<file path="src/byte_lane_dll_defines.svh">
`ifndef BYTE_LANE_DLL_DEFINES_SVH
`define BYTE_LANE_DLL_DEFINES_SVH

// register byte offsets
`define OFS_DLL_CONTROL      12'h28C
`define OFS_DQ_BIT_DELAY     12'h290
`define OFS_STROBE_TIMING    12'h294

// dll control fields
`define DLLC_DISABLE_BIT     31
`define DLLC_SRST_BIT        30
`define DLLC_LOOPBACK_BIT    19
`define DLLC_ATEST_BIT       18
`define DLLC_PHASE_HI        17
`define DLLC_PHASE_LO        14
`define DLLC_START_HI        13
`define DLLC_START_LO        12
`define DLLC_MFF_HI          11
`define DLLC_MFF_LO          9
`define DLLC_MFB_HI          8
`define DLLC_MFB_LO          6
`define DLLC_SFF_HI          5
`define DLLC_SFF_LO          3
`define DLLC_SFB_HI          2
`define DLLC_SFB_LO          0
`define DLLC_WRITE_MASK      32'hC00FFFFF
`define DLLC_RESET           32'h40000000

// dq bit delay
`define DQ_FIELD_W           4
`define DQ_BITS              8
`define DQ_RESET             32'hFFFFFFFF

// strobe timing
`define STRB_WRITE_MASK      32'h3FFFFFFF
`define STRB_RESET           32'h3DB55000
`define STRB_MASK_HI         29
`define STRB_MASK_LO         26

// slave phase arithmetic, in degrees
`define PHASE_BASE_DEG       8'h5A
`define PHASE_STEP_DEG       8'h12

// avalon response codes
`define RESP_OKAY            2'h0
`define RESP_SLVERR          2'h2

`endif

</file>
<file path="src/byte_lane_dll_pkg.sv">
package byte_lane_dll_pkg;

	typedef enum logic {
		BUS_IDLE,
		BUS_ANSWER
	} bus_state_t;

	typedef struct packed {
		bus_state_t  bus_state;
		logic        waitrequest;
		logic [31:0] readdata;
		logic [1:0]  response;
		logic [31:0] dll_ctrl;
		logic [31:0] dq_delay;
		logic [31:0] strobe;
		logic [7:0]  phase_deg;
		logic        auto_start;
		logic        phase_detect_en;
		logic [7:0]  dq_true_delay_lo;
		logic [7:0]  dq_true_delay_hi;
		logic [7:0]  dq_comp_delay_lo;
		logic [7:0]  dq_comp_delay_hi;
	} lane_state_t;

endpackage

</file>
<file path="src/ddr_phy_byte_lane_dll_delay_regs.sv">
`timescale 1ns/1ps
`include "byte_lane_dll_defines.svh"

// What this block does
// - dll control bit 30 drives dll soft reset
// - bit 19 puts slave dll in loopback
// - bit 18 enables analog test, else tristated
// - phase trim gives 90+18hi-18lo degrees
// - startup field chooses auto start, phase detector
// - master trims at 11:9, 8:6, reset zero
// - slave trims at 5:3, 2:0, reset zero
// - eight four-bit dq delays, reset 0xF each
// - low pair true strobe, high pair complement
// - strobe timing bits 31:30 read zero
// - bit 31 disables dll into bypass
module ddr_phy_byte_lane_dll_delay_regs
	import byte_lane_dll_pkg::*;
(
	// clock, reset, enable
	input  wire logic        clock_i,
	input  wire logic        arst_n_i,
	input  wire logic        ce_i,
	// avalon-mm slave
	input  wire logic [11:0] address_i,
	input  wire logic        read_i,
	input  wire logic        write_i,
	input  wire logic [31:0] writedata_i,
	input  wire logic [3:0]  byteenable_i,
	output logic      [31:0] readdata_o,
	output logic      [1:0]  response_o,
	output logic             waitrequest_o,
	// byte dll controls
	output logic             lane_dll_disable_o,
	output logic             lane_dll_soft_reset_o,
	output logic             slave_loopback_mode_o,
	output logic             analog_test_out_enable_o,
	output logic      [3:0]  slave_phase_trim_o,
	output logic      [7:0]  slave_phase_deg_o,
	output logic      [1:0]  slave_startup_policy_o,
	output logic             slave_auto_start_o,
	output logic             slave_phase_detect_en_o,
	output logic      [2:0]  master_ff_delay_trim_o,
	output logic      [2:0]  master_fb_delay_trim_o,
	output logic      [2:0]  slave_ff_delay_trim_o,
	output logic      [2:0]  slave_fb_delay_trim_o,
	// per-bit data delays
	output logic      [31:0] data_delay_o,
	output logic      [15:0] dq_true_delay_o,
	output logic      [15:0] dq_comp_delay_o,
	// strobe timing
	output logic      [3:0]  mask_delay_o,
	output logic      [29:0] strobe_timing_o
);

	lane_state_t r;
	lane_state_t nxt;

	logic [31:0] be_mask;
	logic [31:0] dq_nxt;
	logic [15:0] true_nxt;
	logic [15:0] comp_nxt;

	// byte enables widened to a bit mask
	always_comb begin
		be_mask = {{8{byteenable_i[3]}},
		           {8{byteenable_i[2]}},
		           {8{byteenable_i[1]}},
		           {8{byteenable_i[0]}}};
	end

	// merge a write under byte enables and the writable mask
	function automatic logic [31:0] merge(input logic [31:0] old_v,
	                                      input logic [31:0] new_v,
	                                      input logic [31:0] be,
	                                      input logic [31:0] wmask);
		logic [31:0] m;
		m = be & wmask;
		merge = (old_v & ~m) | (new_v & m);
	endfunction

	// next dq delay value, kept out of the state process so the split sees no loop
	always_comb begin
		dq_nxt = r.dq_delay;
		if (r.bus_state == BUS_ANSWER && write_i && address_i == `OFS_DQ_BIT_DELAY) begin
			dq_nxt = merge(r.dq_delay, writedata_i, be_mask, 32'hFFFFFFFF);
		end
	end

	// split each dq field into its two strobe pairs
	genvar g;
	generate
		for (g = 0; g < `DQ_BITS; g = g + 1) begin : g_dq
			assign true_nxt[2*g +: 2] = dq_nxt[4*g +: 2];
			assign comp_nxt[2*g +: 2] = dq_nxt[4*g + 2 +: 2];
		end
	endgenerate

	// next-state logic
	always_comb begin
		logic [1:0] ph_hi;
		logic [1:0] ph_lo;
		logic [1:0] start;
		ph_hi = 2'h0;
		ph_lo = 2'h0;
		start = 2'h0;
		nxt = r;

		// bus handshake: answer one cycle after the request appears
		case (r.bus_state)
			BUS_IDLE: begin
				nxt.waitrequest = 1'b1;
				if (read_i || write_i) begin
					nxt.bus_state = BUS_ANSWER;
					nxt.waitrequest = 1'b0;
					nxt.response = `RESP_OKAY;
					nxt.readdata = 32'h00000000;
					if (address_i == `OFS_DLL_CONTROL) begin
						nxt.readdata = r.dll_ctrl & `DLLC_WRITE_MASK;
					end else if (address_i == `OFS_DQ_BIT_DELAY) begin
						nxt.readdata = r.dq_delay;
					end else if (address_i == `OFS_STROBE_TIMING) begin
						nxt.readdata = r.strobe & `STRB_WRITE_MASK;
					end else begin
						nxt.response = `RESP_SLVERR;
					end
					if (!read_i) begin
						nxt.readdata = 32'h00000000;
					end
				end
			end
			BUS_ANSWER: begin
				// the write takes effect at the edge that sees waitrequest low
				nxt.bus_state = BUS_IDLE;
				nxt.waitrequest = 1'b1;
				if (write_i) begin
					if (address_i == `OFS_DLL_CONTROL) begin
						nxt.dll_ctrl = merge(r.dll_ctrl, writedata_i, be_mask,
						                     `DLLC_WRITE_MASK);
					end else if (address_i == `OFS_DQ_BIT_DELAY) begin
						nxt.dq_delay = dq_nxt;
					end else if (address_i == `OFS_STROBE_TIMING) begin
						nxt.strobe = merge(r.strobe, writedata_i, be_mask,
						                   `STRB_WRITE_MASK);
					end
				end
			end
			default: begin
				nxt.bus_state = BUS_IDLE;
				nxt.waitrequest = 1'b1;
			end
		endcase

		// slave phase in degrees from the trim field
		ph_hi = nxt.dll_ctrl[`DLLC_PHASE_HI:`DLLC_PHASE_HI - 1];
		ph_lo = nxt.dll_ctrl[`DLLC_PHASE_LO + 1:`DLLC_PHASE_LO];
		nxt.phase_deg = `PHASE_BASE_DEG
		              + ({6'h00, ph_hi} * `PHASE_STEP_DEG)
		              - ({6'h00, ph_lo} * `PHASE_STEP_DEG);

		// startup policy decode
		start = nxt.dll_ctrl[`DLLC_START_HI:`DLLC_START_LO];
		nxt.auto_start = ~start[1];
		nxt.phase_detect_en = ~start[1] | start[0];

		// per-strobe data delays, two bits per data bit
		nxt.dq_true_delay_lo = true_nxt[15:8];
		nxt.dq_true_delay_hi = true_nxt[7:0];
		nxt.dq_comp_delay_lo = comp_nxt[15:8];
		nxt.dq_comp_delay_hi = comp_nxt[7:0];
	end

	// state register, frozen while the clock enable is low
	always_ff @(posedge clock_i or negedge arst_n_i) begin
		if (!arst_n_i) begin
			r.bus_state        <= BUS_IDLE;
			r.waitrequest      <= 1'b1;
			r.readdata         <= 32'h00000000;
			r.response         <= `RESP_OKAY;
			r.dll_ctrl         <= `DLLC_RESET;
			r.dq_delay         <= `DQ_RESET;
			r.strobe           <= `STRB_RESET;
			r.phase_deg        <= `PHASE_BASE_DEG;
			r.auto_start       <= 1'b1;
			r.phase_detect_en  <= 1'b1;
			r.dq_true_delay_lo <= 8'hFF;
			r.dq_true_delay_hi <= 8'hFF;
			r.dq_comp_delay_lo <= 8'hFF;
			r.dq_comp_delay_hi <= 8'hFF;
		end else if (ce_i) begin
			r <= nxt;
		end
	end

	// bus outputs
	assign readdata_o    = r.readdata;
	assign response_o    = r.response;
	assign waitrequest_o = r.waitrequest;

	// dll controls from the control register, phase degrees and startup decodes from their own registers
	assign lane_dll_disable_o       = r.dll_ctrl[`DLLC_DISABLE_BIT];
	assign lane_dll_soft_reset_o    = r.dll_ctrl[`DLLC_SRST_BIT];
	assign slave_loopback_mode_o    = r.dll_ctrl[`DLLC_LOOPBACK_BIT];
	assign analog_test_out_enable_o = r.dll_ctrl[`DLLC_ATEST_BIT];
	assign slave_phase_trim_o       = r.dll_ctrl[`DLLC_PHASE_HI:`DLLC_PHASE_LO];
	assign slave_phase_deg_o        = r.phase_deg;
	assign slave_startup_policy_o   = r.dll_ctrl[`DLLC_START_HI:`DLLC_START_LO];
	assign slave_auto_start_o       = r.auto_start;
	assign slave_phase_detect_en_o  = r.phase_detect_en;
	assign master_ff_delay_trim_o   = r.dll_ctrl[`DLLC_MFF_HI:`DLLC_MFF_LO];
	assign master_fb_delay_trim_o   = r.dll_ctrl[`DLLC_MFB_HI:`DLLC_MFB_LO];
	assign slave_ff_delay_trim_o    = r.dll_ctrl[`DLLC_SFF_HI:`DLLC_SFF_LO];
	assign slave_fb_delay_trim_o    = r.dll_ctrl[`DLLC_SFB_HI:`DLLC_SFB_LO];

	// data and strobe delays
	assign data_delay_o    = r.dq_delay;
	assign dq_true_delay_o = {r.dq_true_delay_lo, r.dq_true_delay_hi};
	assign dq_comp_delay_o = {r.dq_comp_delay_lo, r.dq_comp_delay_hi};
	assign mask_delay_o    = r.strobe[`STRB_MASK_HI:`STRB_MASK_LO];
	assign strobe_timing_o = r.strobe[29:0];

endmodule

</file>
<file path="config.mk">
export PLATFORM = sky130hd
export DESIGN_NAME = ddr_phy_byte_lane_dll_delay_regs
export DESIGN_NICKNAME = d
export VERILOG_FILES = /design/src/byte_lane_dll_pkg.sv /design/src/ddr_phy_byte_lane_dll_delay_regs.sv
export VERILOG_INCLUDE_DIRS = /design/src
export SDC_FILE = /design/constraint.sdc
export NUM_CORES = 1
export LEC_CHECK = 0
export ABC_AREA = 1
export BUFFER_PORTS_ARGS = -buffer_cell sky130_fd_sc_hd__buf_2
export CAP_MARGIN = 25
export CORE_UTILIZATION = 32
export DETAILED_ROUTE_END_ITERATION = 7
export SYNTH_ARGS = -nofsm -noshare
export SYNTH_HDL_FRONTEND = slang
export SYNTH_SLANG_ARGS = --single-unit
</file>
<file path="constraint.sdc">
create_clock -name clock_i -period 3.1 [get_ports clock_i]
set_input_delay 0.62 -clock clock_i [delete_from_list [all_inputs] [get_ports clock_i]]
set_output_delay 0.62 -clock clock_i [all_outputs]
set_load 0.01 [all_outputs]
</file>
==> results.yml <==
run_status:
  status: "complete, no violations"
grt:
  first_global_vias: 7768
  grt_max_degree: 66
  grt_util_all_layers_pct: 19.6
  grt.overflow.total: 0
  antenna_found_initial: 6
  grt_pass1_wl_um: 45100
layout:
  nFillCells: 3070
  syn_to_final_growth_pct: 10.2
  final_core_util_pct: 36.1
  ff_latch_area_um2: 4110
  layout.nets: 1385
  drive_gt1_share_pct: 29.0
  multiInputGateArea_um2: 3470
floorplan:
  die_x_um: 174
  fp.dieH_um: 174
  fp-row-count: 62
  start_util_pct: 32.8
  dieArea_um2: 30300
  coreArea_um2: 28900
  io_pins: 218
worst_setup_path:
  worstReg2RegStart: "r[173]"
  required_ns: 3.42
  end_kind: "register"
  slowest_stage: "ha_1"
  path_class: "primary input to register"
  slowest_delay_ns: 0.33
  r2r_cells: 12
  start_kind: "primary input"
  r2r_setup_slack_ns: 0.58
  cp.arrival_ns: 3.04
  critical_path.max_fanout: 7
  crit_chain: "buf_2 -> nor2_1 -> nand2_1 -> nor2_1 -> nand4_1 -> o21ai_0 -> ha_1 -> ha_1 -> inv_1 -> nor2_1 -> o21ai_0 -> nand2_1 -> o21ai_0 -> o31ai_1"
  timing.rr.end: "slave_phase_deg_o[7]"
sta:
  fin_ws_ns: 0.381
  final_max_slew_viol_count: 0
  min_period_over_period_pct: 87.7
  fmax_ghz: 0.368
  rsz0062_at_grt: "false"
  setup_violations: 0
  fin_crit_ns: 2.72
  relSlewSlack_pct: 55.4
  hold_viol: 0
  tightestPinTransition_ns: 0.669
  fin_skew_ns: 0.00979
route:
  wirelength_um: 29600
  via_count: 7990
  first_iter_violations: 499
  viasPerCell: 4.63
  drc: 0
  wire_per_inst_um: 17.1
  drtAntennaViolNets: 0
  dr.pass1.iters: 5
hold_path:
  hp-class: "primary input to asynchronous set/reset pin"
clocking:
  tritoncts: "yes"
  post_cts_resized: 0
  htree_levels: 4
  insertion_delay_ns: 0.43
  postCtsSetupBuffers: 0
  cts_root_buffer: "clkbuf_16"
  cts.clk_slew.worst_paths_ns: 0.08
  cts-buffers-inserted: 17
  hold_buffers: 0
  cts_buffer_depth: 2
  cts_sinks: 160
logic_synthesis:
  synth_top_cell_by_area: "dfstp_2"
  syn_area_per_cell_um2: 7.43
  syn_inst: 1276
  synthTopCellsByArea: "dfstp_2 (23%), nand2_1 (21%), dfrtp_1 (20%), buf_4 (13%), inv_1 (4.5%)"
  syn_area_um2: 9480
  yosysSeqAreaShare_pct: 43.3
  yosys.area.top_type_share_pct: 23.3
  yosys.cell_types.count: 33
  ys_warn_count: 0
  synth_seq_cells: 160
placed_design:
  place_ws_ns: -0.0537
  portBuffers: 215
  hpwl_um: 21400
  globalplace.congestion: 0.895
power_and_ir_drop:
  power_leakage_nw: 5.67
  ir_drop_v: 0.000353
  power_density_nw_per_um2: 442
flow_run:
  max_cap_violations: 0
-- power breakdown --
part,switching [mW],internal (mW)
Clock,1.01,1.15
Sequential,0.0123,2.12
Combinational,0.243,0.0851
Total,1.26,3.36
-- metrics by stage --
step | power, mW | hold slack, ns | std cells | instance area [µm²] | TNS (ns)
after floorplan | 2.34 | 0.324 | 1277 | 9490 | 0
after global placement | 2.50 | 0.454 | 1692 | 9850 | 0
after detailed placement | 2.50 | 0.456 | 1692 | 9850 | -0.0842
after CTS | 4.68 | 0.225 | 1724 | 10400 | 0
after global routing | 4.79 | 0.234 | 1724 | 10400 | 0
final | 4.62 | 0.199 | 1726 | 10400 | 0
-- how the worst max path moves through the flow --
stage,startpoint,to,slack [ns]
floorplan,address_i[0],slave_phase_deg_o[6],0.33
global placement,address_i[9],slave_phase_deg_o[7],0.05
detailed placement,address_i[8],slave_phase_deg_o[7],-0.05
CTS,address_i[8],slave_phase_deg_o[7],0.41
global route,address_i[9],slave_phase_deg_o[7],0.12
finish,address_i[8],slave_phase_deg_o[7],0.38
-- cell usage in the layout (no fill, tap or decap), types with 6 or more instances in the layout --
master / n
nand2_1: 521
o21ai_0: 56
o211ai_1: 26
nand4_1: 49
inv_1: 113
buf_4: 30
clkbuf_16: 17
buf_2: 214
o21ai_1: 7
dfstp_2: 84
nor2_4: 6
dfrtp_1: 76
nor2_1: 29
inv_8: 6
inv_2: 10
nand3_1: 53
-- routing by layer --
metal	track usage, %	routed length, µm	share of wire, %
met1	24.5	12600	42
met2	30.7	13500	46
met3	6.30	2470	8.4
met4	8.52	999	3.4
met5	0	47	0.16
-- layout make-up --
cell class                      instances  share of cell area [%]
Multi-Input combinational cell        779                    33.2
Tap cell                              384                    4.60
Antenna cell                            2                  0.0479
Clock inverter                         15                    1.59
Sequential cell                       160                    39.3
Timing Repair Buffer                  246                    12.7
Inverter                              123                    4.42
Clock buffer                           17                    4.07
-- cells by family after synthesis --
logic type / count (synthesis) / synth area share, %
compound gates: 96 / 5.87
xor+xnor: 1 / 0.0924
fa+ha+maj: 5 / 0.739
buf+inv: 338 / 20.2
flops: 160 / 43.3
other cells: 1 / 0.0396
simple gates: 675 / 29.7
-- synthesized netlist by cell type, drive strengths merged --
master and n:
nand2 527, nor2 39, o21ai 63, o22ai 1, o31ai 2, a21oi 2
fa 1, nor3b 1, clkbuf 32, xor2 1, o21a 1, ha 4
inv 123, conb 1, o211ai 26, nand3 53, nand4 50, o21bai 1
dfstp 84, dfrtp 76, nor3 5, buf 183
-- worst max-delay path: cells and delay by family --
kind	cells	cell delay [ns]
AO/OA/AOI/OAI	4	0.70
adder cells (fa/ha/maj)	2	0.62
buffers and inverters	2	0.18
AND/OR/NAND/NOR	6	0.91
Note: power is estimated with default switching activity, not from simulation.
